File: src/shared/cfr_pkg.sv
// Purpose: Constants for the control frame register writer
// Assumes: AXI4-Lite, 32-bit data, one word per register
package cfr_pkg;
	// Register indices; byte address is four times the index
	localparam logic [7:0] CFG_IDX = 8'h1f;
	localparam logic [7:0] IRQ_STS_IDX = 8'h20;
	localparam logic [7:0] IRQ_MASK_IDX = 8'h21;
	// Config field positions
	localparam int ERR_BIT = 15;
	localparam int OK_BIT = 14;
	localparam int SEL_BIT = 8;
	localparam int IRQ_LO = 6;
	localparam int BCDIS_BIT = 5;
	localparam int BUF_LO = 1;
	localparam int EN_BIT = 0;
	// Writable config bits: 8:1 under this mask, bit 0 written apart (13:9 reserved, 15:14 read-only)
	localparam logic [15:0] CFG_WR_MASK = 16'h01fe;
	localparam logic [15:0] CFG_RESET = 16'h0000;
	// Status register bit: receive-half-full slot
	localparam int SLOT_BIT = 0;
	localparam logic [4:0] BCAST_ADDR = 5'h1f;
	// Frame layout in bytes from first destination octet
	localparam logic [3:0] DA_LAST = 4'h5;
	localparam logic [3:0] TGT_POS = 4'h6;
	localparam logic [3:0] REG_POS = 4'h7;
	localparam logic [3:0] DHI_POS = 4'h8;
	localparam logic [3:0] DLO_POS = 4'h9;
	localparam logic [3:0] FRAME_DONE = 4'ha;
	localparam logic [1:0] RESP_OKAY = 2'h0;
	localparam logic [1:0] RESP_SLVERR = 2'h2;
	typedef enum logic [1:0] {
		PARSE_IDLE = 2'b00,
		PARSE_HIT = 2'b01,
		PARSE_SKIP = 2'b10
	} parse_e;
endpackage

File: src/rtl/control_frame_register_writer.sv
// Purpose: Control frame detection, transmit delay and config registers
// Assumes: tx_data starts at the first destination octet, one byte a cycle
// Notes: Frame body: target, register, data high, data low after the DA
//
// The AXI4-Lite slave port is this design's own decision.
`timescale 1ns/10ps
module control_frame_register_writer #(
	parameter logic [47:0] DEST_ADDR_A = 48'h0a_11_22_33_44_55, // arbitrary
	parameter logic [47:0] DEST_ADDR_B = 48'h0a_11_22_00_00_00, // arbitrary
	parameter int BUF_DEPTH = 16
) (
	input wire logic aclk,
	input wire logic aresetn,
	input wire logic [7:0] s_axi_awaddr,
	input wire logic s_axi_awvalid,
	output logic s_axi_awready,
	input wire logic [31:0] s_axi_wdata,
	input wire logic [3:0] s_axi_wstrb,
	input wire logic s_axi_wvalid,
	output logic s_axi_wready,
	output logic [1:0] s_axi_bresp,
	output logic s_axi_bvalid,
	input wire logic s_axi_bready,
	input wire logic [7:0] s_axi_araddr,
	input wire logic s_axi_arvalid,
	output logic s_axi_arready,
	output logic [31:0] s_axi_rdata,
	output logic [1:0] s_axi_rresp,
	output logic s_axi_rvalid,
	input wire logic s_axi_rready,
	input wire logic strap_frame_enable,
	input wire logic [4:0] own_phy_addr,
	input wire logic receive_half_full_irq,
	input wire logic tx_en,
	input wire logic tx_er,
	input wire logic [7:0] tx_data,
	output logic out_tx_en,
	output logic [7:0] out_tx_data,
	output logic frame_reg_wr,
	output logic [4:0] frame_reg_addr,
	output logic [15:0] frame_reg_data,
	output logic irq
);
	// ------------------------------------------------------------
	// State
	// ------------------------------------------------------------
	logic [15:0] cfg_reg, cfg_next;
	logic irq_sts_reg, irq_sts_next;
	logic irq_mask_reg, irq_mask_next;
	logic aw_held_reg, aw_held_next;
	logic [7:0] aw_addr_reg, aw_addr_next;
	logic w_held_reg, w_held_next;
	logic [31:0] w_data_reg, w_data_next;
	logic [3:0] w_strb_reg, w_strb_next;
	logic bvalid_reg, bvalid_next;
	logic [1:0] bresp_reg, bresp_next;
	logic rvalid_reg, rvalid_next;
	logic [31:0] rdata_reg, rdata_next;
	logic [1:0] rresp_reg, rresp_next;
	cfr_pkg::parse_e parse_reg, parse_next;
	logic [3:0] pos_reg, pos_next;
	logic [4:0] wr_addr_reg, wr_addr_next;
	logic [15:0] wr_data_reg, wr_data_next;
	logic wr_reg, wr_next;
	logic irq_reg, irq_next;
	logic [8:0] dly_reg [BUF_DEPTH];
	logic out_en_reg, out_en_next;
	logic [7:0] out_data_reg, out_data_next;

	// ------------------------------------------------------------
	// Combinational helpers
	// ------------------------------------------------------------
	logic [47:0] sel_addr;
	logic [7:0] exp_byte;
	logic byte_match;
	logic [3:0] buf_size;
	logic wr_do, rd_do, cfg_read;
	logic ev_good, ev_err, frame_end, cut;
	logic [8:0] tap;
	logic [15:0] wmask;

	always_comb begin
		sel_addr = cfg_reg[cfr_pkg::SEL_BIT] ? DEST_ADDR_B : DEST_ADDR_A;
		exp_byte = sel_addr[47 - 8 * pos_reg[2:0] -: 8];
		if (pos_reg == 4'h0) begin
			// Multicast bit of first octet may be set or clear
			byte_match = (tx_data | 8'h01) == (exp_byte | 8'h01);
		end else begin
			byte_match = tx_data == exp_byte;
		end
		buf_size = cfg_reg[cfr_pkg::BUF_LO +: 4];
		wr_do = aw_held_reg && w_held_reg && !bvalid_reg;
		rd_do = s_axi_arvalid && !rvalid_reg;
		cfg_read = rd_do && (s_axi_araddr == {cfr_pkg::CFG_IDX[5:0], 2'b00});
		frame_end = !tx_en && (parse_reg == cfr_pkg::PARSE_HIT);
		ev_good = frame_end && (pos_reg == cfr_pkg::FRAME_DONE);
		// Short frame or coding error inside a control frame
		ev_err = (frame_end && (pos_reg != cfr_pkg::FRAME_DONE))
			|| (tx_en && tx_er && (parse_reg == cfr_pkg::PARSE_HIT));
		cut = (buf_size == 4'h0) && (parse_reg == cfr_pkg::PARSE_HIT)
			&& (pos_reg > cfr_pkg::DA_LAST);
		if (buf_size == 4'h0) begin
			tap = {tx_en, tx_data};
		end else begin
			tap = dly_reg[buf_size - 4'h1];
		end
		wmask = {{8{w_strb_reg[1]}}, {8{w_strb_reg[0]}}};
	end

	// ------------------------------------------------------------
	// Next state
	// ------------------------------------------------------------
	always_comb begin
		cfg_next = cfg_reg;
		irq_sts_next = irq_sts_reg;
		irq_mask_next = irq_mask_reg;
		aw_held_next = aw_held_reg;
		aw_addr_next = aw_addr_reg;
		w_held_next = w_held_reg;
		w_data_next = w_data_reg;
		w_strb_next = w_strb_reg;
		bvalid_next = bvalid_reg;
		bresp_next = bresp_reg;
		rvalid_next = rvalid_reg;
		rdata_next = rdata_reg;
		rresp_next = rresp_reg;
		parse_next = parse_reg;
		pos_next = pos_reg;
		wr_addr_next = wr_addr_reg;
		wr_data_next = wr_data_reg;
		wr_next = 1'b0;

		// Write address and data are taken independently
		if (s_axi_awvalid && !aw_held_reg) begin
			aw_held_next = 1'b1;
			aw_addr_next = s_axi_awaddr;
		end
		if (s_axi_wvalid && !w_held_reg) begin
			w_held_next = 1'b1;
			w_data_next = s_axi_wdata;
			w_strb_next = s_axi_wstrb;
		end
		if (wr_do) begin
			aw_held_next = 1'b0;
			w_held_next = 1'b0;
			bvalid_next = 1'b1;
			bresp_next = cfr_pkg::RESP_OKAY;
			if (aw_addr_reg == {cfr_pkg::CFG_IDX[5:0], 2'b00}) begin
				// Status and reserved bits never take written data
				cfg_next = (cfg_reg & ~(wmask & cfr_pkg::CFG_WR_MASK))
					| (w_data_reg[15:0] & wmask & cfr_pkg::CFG_WR_MASK);
				if (w_strb_reg[0]) begin
					cfg_next[cfr_pkg::EN_BIT] = w_data_reg[cfr_pkg::EN_BIT];
				end
			end else if (aw_addr_reg == {cfr_pkg::IRQ_STS_IDX[5:0], 2'b00}) begin
				if (w_strb_reg[0] && w_data_reg[cfr_pkg::SLOT_BIT]) begin
					irq_sts_next = 1'b0;
				end
			end else if (aw_addr_reg == {cfr_pkg::IRQ_MASK_IDX[5:0], 2'b00}) begin
				if (w_strb_reg[0]) begin
					irq_mask_next = w_data_reg[cfr_pkg::SLOT_BIT];
				end
			end else begin
				bresp_next = cfr_pkg::RESP_SLVERR;
			end
		end else if (bvalid_reg && s_axi_bready) begin
			bvalid_next = 1'b0;
		end

		if (rd_do) begin
			rvalid_next = 1'b1;
			rresp_next = cfr_pkg::RESP_OKAY;
			rdata_next = 32'h0000_0000;
			if (cfg_read) begin
				rdata_next[15:0] = cfg_reg;
				// Clear on read; a flag set this cycle survives below
				cfg_next[cfr_pkg::ERR_BIT] = 1'b0;
				cfg_next[cfr_pkg::OK_BIT] = 1'b0;
			end else if (s_axi_araddr == {cfr_pkg::IRQ_STS_IDX[5:0], 2'b00}) begin
				rdata_next[cfr_pkg::SLOT_BIT] = irq_sts_reg;
			end else if (s_axi_araddr == {cfr_pkg::IRQ_MASK_IDX[5:0], 2'b00}) begin
				rdata_next[cfr_pkg::SLOT_BIT] = irq_mask_reg;
			end else begin
				rresp_next = cfr_pkg::RESP_SLVERR;
			end
		end else if (rvalid_reg && s_axi_rready) begin
			rvalid_next = 1'b0;
		end

		// Frame parser
		case (parse_reg)
			cfr_pkg::PARSE_IDLE: begin
				if (tx_en) begin
					pos_next = 4'h1;
					parse_next = cfr_pkg::PARSE_HIT;
					if (!byte_match) begin
						parse_next = cfr_pkg::PARSE_SKIP;
					end
				end
			end
			cfr_pkg::PARSE_HIT: begin
				if (!tx_en || tx_er) begin
					parse_next = tx_en ? cfr_pkg::PARSE_SKIP : cfr_pkg::PARSE_IDLE;
					pos_next = 4'h0;
				end else begin
					if (pos_reg != cfr_pkg::FRAME_DONE) begin
						pos_next = pos_reg + 4'h1;
					end
					if (pos_reg <= cfr_pkg::DA_LAST && !byte_match) begin
						parse_next = cfr_pkg::PARSE_SKIP;
					end
					if (pos_reg == cfr_pkg::TGT_POS) begin
						// Target field: own address, or broadcast unless disabled
						if (!(tx_data[4:0] == own_phy_addr
							|| (tx_data[4:0] == cfr_pkg::BCAST_ADDR
							&& !cfg_reg[cfr_pkg::BCDIS_BIT]))) begin
							parse_next = cfr_pkg::PARSE_SKIP;
						end
					end
					if (pos_reg == cfr_pkg::REG_POS) begin
						wr_addr_next = tx_data[4:0];
					end
					if (pos_reg == cfr_pkg::DHI_POS) begin
						wr_data_next[15:8] = tx_data;
					end
					if (pos_reg == cfr_pkg::DLO_POS) begin
						wr_data_next[7:0] = tx_data;
						wr_next = cfg_reg[cfr_pkg::EN_BIT];
					end
				end
			end
			default: begin
				pos_next = 4'h0;
				if (!tx_en) begin
					parse_next = cfr_pkg::PARSE_IDLE;
				end
			end
		endcase

		if (ev_err) begin
			cfg_next[cfr_pkg::ERR_BIT] = 1'b1;
		end
		if (ev_good) begin
			cfg_next[cfr_pkg::OK_BIT] = 1'b1;
		end

		// Shared status slot: frame events when enabled, else half-full
		if (cfg_reg[cfr_pkg::IRQ_LO +: 2] != 2'b00) begin
			if ((ev_good && cfg_reg[cfr_pkg::IRQ_LO])
				|| (ev_err && cfg_reg[cfr_pkg::IRQ_LO + 1])) begin
				irq_sts_next = 1'b1;
			end
		end else if (receive_half_full_irq) begin
			irq_sts_next = 1'b1;
		end

		irq_next = irq_sts_next & irq_mask_next;
		out_en_next = tap[8] && !cut;
		out_data_next = cut ? 8'h00 : tap[7:0];
	end

	// ------------------------------------------------------------
	// Registers
	// ------------------------------------------------------------
	always_ff @(posedge aclk) begin
		if (!aresetn) begin
			cfg_reg <= cfr_pkg::CFG_RESET;
			// Strap caught while reset is held
			cfg_reg[cfr_pkg::EN_BIT] <= strap_frame_enable;
			irq_sts_reg <= 1'b0;
			irq_mask_reg <= 1'b0;
			aw_held_reg <= 1'b0;
			aw_addr_reg <= 8'h00;
			w_held_reg <= 1'b0;
			w_data_reg <= 32'h0000_0000;
			w_strb_reg <= 4'h0;
			bvalid_reg <= 1'b0;
			bresp_reg <= cfr_pkg::RESP_OKAY;
			rvalid_reg <= 1'b0;
			rdata_reg <= 32'h0000_0000;
			rresp_reg <= cfr_pkg::RESP_OKAY;
			parse_reg <= cfr_pkg::PARSE_IDLE;
			pos_reg <= 4'h0;
			wr_addr_reg <= 5'h00;
			wr_data_reg <= 16'h0000;
			wr_reg <= 1'b0;
			irq_reg <= 1'b0;
			out_en_reg <= 1'b0;
			out_data_reg <= 8'h00;
		end else begin
			cfg_reg <= cfg_next;
			irq_sts_reg <= irq_sts_next;
			irq_mask_reg <= irq_mask_next;
			aw_held_reg <= aw_held_next;
			aw_addr_reg <= aw_addr_next;
			w_held_reg <= w_held_next;
			w_data_reg <= w_data_next;
			w_strb_reg <= w_strb_next;
			bvalid_reg <= bvalid_next;
			bresp_reg <= bresp_next;
			rvalid_reg <= rvalid_next;
			rdata_reg <= rdata_next;
			rresp_reg <= rresp_next;
			parse_reg <= parse_next;
			pos_reg <= pos_next;
			wr_addr_reg <= wr_addr_next;
			wr_data_reg <= wr_data_next;
			wr_reg <= wr_next;
			irq_reg <= irq_next;
			out_en_reg <= out_en_next;
			out_data_reg <= out_data_next;
		end
	end

	// Delay line; contents need no reset since taps are gated by depth
	always_ff @(posedge aclk) begin
		dly_reg[0] <= {tx_en, tx_data};
		for (int i = 1; i < BUF_DEPTH; i++) begin
			dly_reg[i] <= dly_reg[i - 1];
		end
	end

	assign s_axi_awready = !aw_held_reg;
	assign s_axi_wready = !w_held_reg;
	assign s_axi_bvalid = bvalid_reg;
	assign s_axi_bresp = bresp_reg;
	assign s_axi_arready = !rvalid_reg;
	assign s_axi_rvalid = rvalid_reg;
	assign s_axi_rdata = rdata_reg;
	assign s_axi_rresp = rresp_reg;
	assign out_tx_en = out_en_reg;
	assign out_tx_data = out_data_reg;
	assign frame_reg_wr = wr_reg;
	assign frame_reg_addr = wr_addr_reg;
	assign frame_reg_data = wr_data_reg;
	assign irq = irq_reg;
endmodule

File: config.mk
export PLATFORM = sky130hd
export DESIGN_NAME = control_frame_register_writer
export DESIGN_NICKNAME = d
export VERILOG_FILES = /design/src/shared/cfr_pkg.sv /design/src/rtl/control_frame_register_writer.sv
export SDC_FILE = /design/constraint.sdc
export NUM_CORES = 1
export LEC_CHECK = 0
export ABC_CLOCK_PERIOD_IN_PS = 3250
export BUFFER_PORTS_ARGS = -buffer_cell sky130_fd_sc_hd__buf_2
export CAP_MARGIN = 5
export CELL_PAD_IN_SITES_DETAIL_PLACEMENT = 1
export CELL_PAD_IN_SITES_GLOBAL_PLACEMENT = 2
export CORE_MARGIN = 4
export CORE_UTILIZATION = 37
export CTS_BUF_LIST = sky130_fd_sc_hd__clkbuf_8
export DETAILED_ROUTE_END_ITERATION = 10
export PLACE_DENSITY = 0.86
export SLEW_MARGIN = 20
export SYNTH_ARGS = -nofsm -noshare
export SYNTH_HDL_FRONTEND = slang
export SYNTH_SLANG_ARGS = --single-unit
File: constraint.sdc
create_clock -name aclk -period 3.25 [get_ports aclk]
set_input_delay 0.325 -clock aclk [delete_from_list [all_inputs] [get_ports aclk]]
set_output_delay 0.325 -clock aclk [all_outputs]
set_load 0.02 [all_outputs]
==> results of run 1 <==
[critical path, stage by stage, from the launching register on]
cell,delay (ns)
dfxtp_1,0.55
ha_1,0.39
nor4_1,0.27
xor2_1,0.11
or4b_1,0.55
nor4b_2,0.39
o21ai_1,0.12
o21ai_1,0.08
[cell families after synthesis]
kind of cell,Yosys count
multiplexers,74
AO/OA/AOI/OAI,66
other,1
adder cells (fa/ha/maj),8
XOR/XNOR,11
AND/OR/NAND/NOR,223
buffers and inverters,67
flip-flops,231
[per-layer routing]
| metal | GRT usage | part of all wire | routed length, µm | vias up |
|---|---|---|---|---|
| met2 | 0.250 | 0.49 | 8710 | 108 |
| met4 | 0.0496 | 0.020 | 355 | 0 |
| met1 | 0.188 | 0.44 | 7970 | 2576 |
| met3 | 0.0364 | 0.049 | 883 | 29 |
| li1 | - | - | - | 2589 |
| met5 | 0 | 0 | 0 | - |
[report_power, final]
part	internal (W)	leakage (nW)	switching, W
logic	0.000117	1.69	0.000157
clock network	0.00125	0.439	0.00113
registers	0.00296	1.93	0.0000615
total	0.00433	4.05	0.00135
[final cells by class]
| cell class | instances | area (µm²) |
|---|---|---|
| Clock buffer | 44 | 606 |
| Clock inverter | 23 | 123 |
| Fill cell | 2297 | 11600 |
| Inverter | 10 | 37.5 |
| Multi-Input combinational cell | 405 | 3000 |
| Sequential cell | 231 | 4640 |
| Tap cell | 275 | 344 |
| Timing Repair Buffer | 117 | 651 |
[synth_stat cells, types with 2 or more instances]
cell,instances
or3_1,3
buf_2,8
buf_1,2
clkbuf_1,23
buf_4,24
nand3b_1,10
nor3_1,7
a21oi_1,22
ha_1,8
mux2i_1,37
o21ai_0,7
nand4b_1,2
inv_1,9
nor2b_1,6
nor2_1,69
xor2_1,5
nand2_1,75
nor4b_1,2
mux4_2,36
dfxtp_1,230
a32o_1,9
nor3_2,2
nor3b_1,2
nand2b_1,8
xnor2_1,6
and2_1,2
a211oi_1,3
nand3_1,16
and3_1,3
nand4_1,5
nor4_1,3
o21ai_1,2
a22oi_1,12
[metrics by stage]
stage	setup slack [ns]	total power, W	hold WS [ns]
after floorplan	0.865	0.00327	0.326
after global placement	0.845	0.00334	0.327
after detailed placement	0.782	0.00335	0.333
after CTS	0.745	0.00578	0.00138
after global routing	0.567	0.00594	0.0213
final	0.744	0.00568	0.0299
[path summary, 6_finish.rpt]
path / from / endpoint / cells after the start
setup / recovery: pos_reg[1]$_SDFFE_PN0P_ / parse_reg[0]$_SDFFE_PN0P_ / 7
hold / removal: s_axi_awaddr[5] / aw_addr_reg[5]$_SDFFE_PN0P_ / 3
setup reg to reg: pos_reg[1]$_SDFFE_PN0P_ / parse_reg[0]$_SDFFE_PN0P_ / 7
hold reg to reg: dly_reg[7][2]$_DFF_P_ / dly_reg[8][2]$_DFF_P_ / 0
==> results.tsv, run 1 <==
metric	value	unit
drc violations	0	
total grt overflow	0	
Die Span Y	154	µm
post-synthesis mux area share	0.151	
FFs w/ async S/R, synth	0	
# H-tree levels	2	
endpoints failing setup	0	
layout cell share with drive strength beyond 1	0.245	
sequential area share after synthesis	0.586	
crit end category	flop	
Synth Area in XOR/XNOR	0.0122	
cell accounting for the most synthesized area	dfxtp_1	
placed cells	1029	
Hold Buf Count CTS	9	
post-synthesis compound-gate area fraction	0.0576	
outcome	finished, final reports clean	
root buf cell	clkbuf_8	
gpl congestion	0.730	
vias	5302	
Fmax achieved	0.399	GHz
Leakage	4.05	nW
post-route ant nets	0	
Setup Skew	0.0227	ns
std cell rows	53	
CTS Buf Count	38	
CTS tree	yes	
DRT Pass-1 Iters	4	
first-pass GRT wire length	28900	µm
fin crit period	2.51	ns
most frequent cells in the layout	dfxtp_1, buf_2, nand2_1	
I/O pin cnt	149	
Worst EP required	3.72	ns
Critical Path Source Type	flop	
crit-path max FO	11	
Synth Register Bits	231	
Mapped Avg Cell Area	11.6	µm²
post-cts gate resize count	0	
die width	154	µm
most common cell after layout, fill and taps aside	dfxtp_1	
YS warnings	0	
Slew @ Worst Pin	0.878	ns
area share of the largest cell type after synthesis	0.582	
Initial Util	0.376	
worst skew pair latency	0.54	ns
Die ar.	23800	µm²
largest cells by area after synthesis	dfxtp_1, mux4_2, mux2i_1	
final core occ	0.447	
Hold Vio Cnt, Final	0	
Finished Layout Cells	1105	
Main synth FF type	dfxtp_1	
largest net degree at the start of global routing	55	
period utilisation layout	0.771	
Max IR drop VDD	298	µV
post-CTS setup buffers	0	
power per cell area	604	nW/µm²
Final #Nets	887	
setup slack, reg-to-reg	0.74	ns
number of flip-flops in the largest register	144	
drt total wl	17900	µm
vias in the first global route	5564	
Worst slew margin	0.413	
Post-Synth Simple-Gate Area	0.135	
drt initial violations	222	
max cap viols	0	
HP Class	primary input to flop	
Worst-path clk slew	0.06	ns
Post-Synthesis Cells	681	
Total GRT Usage	0.149	
post-layout instance area	9400	µm²
number of synthesized flops with an enable pin	1	
Post-DP HPWL	11900	µm
antenna violations before repair	0	
Syn-to-layout area delta	18.9	%
Core Box Area	21000	µm²
Longest Clk Path Bufs	3	
final setup TNS	0	ns
critical path arrival	2.97	ns
main combinational cell family by area after synthesis	multiplexers	
number of I/O port buffers	100	
Cell variety after synth	56	
routed vias/inst	4.80	
DR WL/cell	16.2	µm
Diodes inserted	0	
CP Class	flop to flop	
Max Slew Vio Count	0	
Synth Cell Area	7910	µm²
RSZ-0062 raised after global routing	no	
adder and majority gate portion of the synthesized area	0.0127	
clk sinks	231	
DP Area	8580	µm²
No activity file was read; power rests on OpenSTA's default activity.
==> run 2: changes to the inputs <==
--- a/config.mk
+++ b/config.mk
@@ -5,16 +5,16 @@
 export SDC_FILE = /design/constraint.sdc
 export NUM_CORES = 1
 export LEC_CHECK = 0
-export ABC_CLOCK_PERIOD_IN_PS = 3250
+export ABC_CLOCK_PERIOD_IN_PS = 2200
 export BUFFER_PORTS_ARGS = -buffer_cell sky130_fd_sc_hd__buf_2
 export CAP_MARGIN = 5
 export CELL_PAD_IN_SITES_DETAIL_PLACEMENT = 1
 export CELL_PAD_IN_SITES_GLOBAL_PLACEMENT = 2
 export CORE_MARGIN = 4
-export CORE_UTILIZATION = 37
+export CORE_UTILIZATION = 34
 export CTS_BUF_LIST = sky130_fd_sc_hd__clkbuf_8
 export DETAILED_ROUTE_END_ITERATION = 10
-export PLACE_DENSITY = 0.86
+export PLACE_DENSITY = 0.83
 export SLEW_MARGIN = 20
 export SYNTH_ARGS = -nofsm -noshare
 export SYNTH_HDL_FRONTEND = slang
==> constraint.sdc (replaced) <==
create_clock -name aclk -period 2.2 [get_ports aclk]
set_input_delay 0.22 -clock aclk [delete_from_list [all_inputs] [get_ports aclk]]
set_output_delay 0.22 -clock aclk [all_outputs]
set_load 0.02 [all_outputs]
==> run 2 against run 1 <==
Net effect:
- worst setup slack worse by 0.70 ns
- non-clock buffer count up 42
- first-iteration DRC count up 39%
- critical endpoint unchanged
- highest routed layer unchanged
==> results.tsv, run 2 (synthesis gave the netlist of run 1 again) <==
metric	value	unit
critical path arrival	2.55	ns
worst skew pair latency	0.54	ns
antenna violations before repair	0	
Worst setup startpoint	pos_reg[1]$_SDFFE_PN0P_	
DR WL/cell	15.7	µm
Initial Util	0.347	
post-route ant nets	0	
drc violations	0	
Fmax achieved	0.464	GHz
Syn-to-layout area delta	26.2	%
fin crit period	2.15	ns
Critical Path Source Type	flop	
Setup Skew	0.0309	ns
most frequent CP cell	o21ai_1	
I/O pin cnt	149	
gpl congestion	0.731	
most frequent cells in the layout	dfxtp_1, buf_2, nand2_1	
die width	160	µm
FILL cells	2527	
Critical Path, Cell by Cell	ha_1 > buf_4 > mux2_2 > or3_1 > a22oi_2 > nor4b_4 > o21ai_1 > o21ai_1	
Worst slew margin	0.429	
Slew @ Worst Pin	0.853	ns
total grt overflow	0	
HP Start	strap_frame_enable	
Diodes inserted	0	
area occupied by multi-input gates	3030	µm²
Int Pwr	0.00692	W
Max Slew Vio Count	0	
Hold WS	0.0433	ns
max cap viols	0	
Worst path depth	8	
CTS Buf Count	39	
outcome	finished, final reports clean	
Slowest-stage cell, CP	mux2_2	
power per cell area	897	nW/µm²
CP top delay family	simple AND/OR/NAND/NOR gates	
routed vias/inst	4.62	
Worst-path clk slew	0.06	ns
endpoints failing setup	0	
root buf cell	clkbuf_8	
crit-path max cell delay	0.36	ns
Post-DP HPWL	12400	µm
switch share	0.227	
Max IR drop VDD	324	µV
largest net degree at the start of global routing	49	
Die Span Y	160	µm
final setup TNS	0	ns
Gate power share	0.052	
vias	5473	
Die ar.	25800	µm²
Core Box Area	22800	µm²
hold path cells	3	
std cell rows	55	
worst r2r path cells	8	
number of I/O port buffers	100	
clk sinks	231	
number of flip-flops in the largest register	144	
Longest Clk Path Bufs	3	
drt total wl	18600	µm
drt initial violations	309	
Final #Nets	930	
CTS tree	yes	
layout cell share with drive strength beyond 1	0.266	
CP Class	flop to flop	
Clock Power Share	0.450	
Leakage	4.28	nW
crit-path max FO	7	
flip-flop and latch area	4640	µm²
vias in the first global route	5908	
Worst Path Buf+Inv	1	
Worst R2R Start	pos_reg[1]$_SDFFE_PN0P_	
final core occ	0.438	
first-pass GRT wire length	30600	µm
most common cell after layout, fill and taps aside	dfxtp_1	
sequential power share	0.498	
# H-tree levels	2	
HP Class	primary input to flop	
period utilisation layout	0.979	
crit end category	flop	
Hold Vio Cnt, Final	0	
Total GRT Usage	0.144	
DRT Pass-1 Iters	4	
net switching power	0.00203	W
Worst EP required	2.60	ns
==> run 2: cell types whose count changed in the layout (fill, tap and decap cells not counted), moves of 2 or more <==
cell           previous run  this run
buf_12                    0         2
buf_4                     8        24
bufinv_16                 0         3
clkbuf_8                 44        48
dlygate4sd3_1             9        33
inv_1                    26        18
==> run 2: final cells by class <==
cell class / instances / share of cell area
sequential: 231 / 0.465
multi-input combinational: 405 / 0.304
timing repair buffer: 159 / 0.105
clock buffer: 48 / 0.0662
tap: 313 / 0.0392
clock inverter: 18 / 0.0169
inverter: 10 / 0.00376
==> run 2: path summary, 6_finish.rpt <==
check	to	slack, ns
worst max-delay path	parse_reg[0]$_SDFFE_PN0P_	0.05
worst min register to register	dly_reg[10][7]$_DFF_P_	0.32
worst max register to register	parse_reg[0]$_SDFFE_PN0P_	0.05
worst min-delay path	cfg_reg[0]$_DFFE_PP_	0.04
==> run 2: through the flow <==
stage | std cells | instance area [µm²] | power (W) | setup WS, ns
global route | 1184 | 9980 | 0.00936 | -0.0398
floorplan | 703 | 7990 | 0.00483 | 0.0426
detailed placement | 1085 | 8790 | 0.00497 | -0.0116
finish | 1184 | 9980 | 0.00895 | 0.0470
global placement | 1085 | 8790 | 0.00495 | -0.00551
CTS | 1184 | 9960 | 0.00910 | 0.0286
==> run 2: routing by layer <==
layer,track usage,part of all wire,vias up
met5,0,0,-
met4,0.0477,0.023,0
met3,0.0295,0.038,37
met2,0.248,0.49,98
met1,0.182,0.45,2661
li1,-,-,2677
==> run 2: power by group through the flow <==
stage	clock (W)	sequential (W)	combinational (W)
after floorplan	0	0.00454	0.000283
after global placement	0	0.00454	0.000411
after detailed placement	0	0.00455	0.000415
after CTS	0.00416	0.00446	0.000468
after global routing	0.00437	0.00449	0.000510
final	0.00403	0.00446	0.000465
==> run 2: tightest hold or removal path, stage by stage <==
cell and delay [ns]:
buf_2 0.08, inv_1 0.03, o21ai_0 0.12
==> run 2: timing repair <==
action	in CTS	in global routing
buffers inserted	0	0
gates resized for setup	2	3
pin swaps	0	1
hold buffers	33	0
setup endpoints to repair	2	4
hold endpoints to repair	32	0
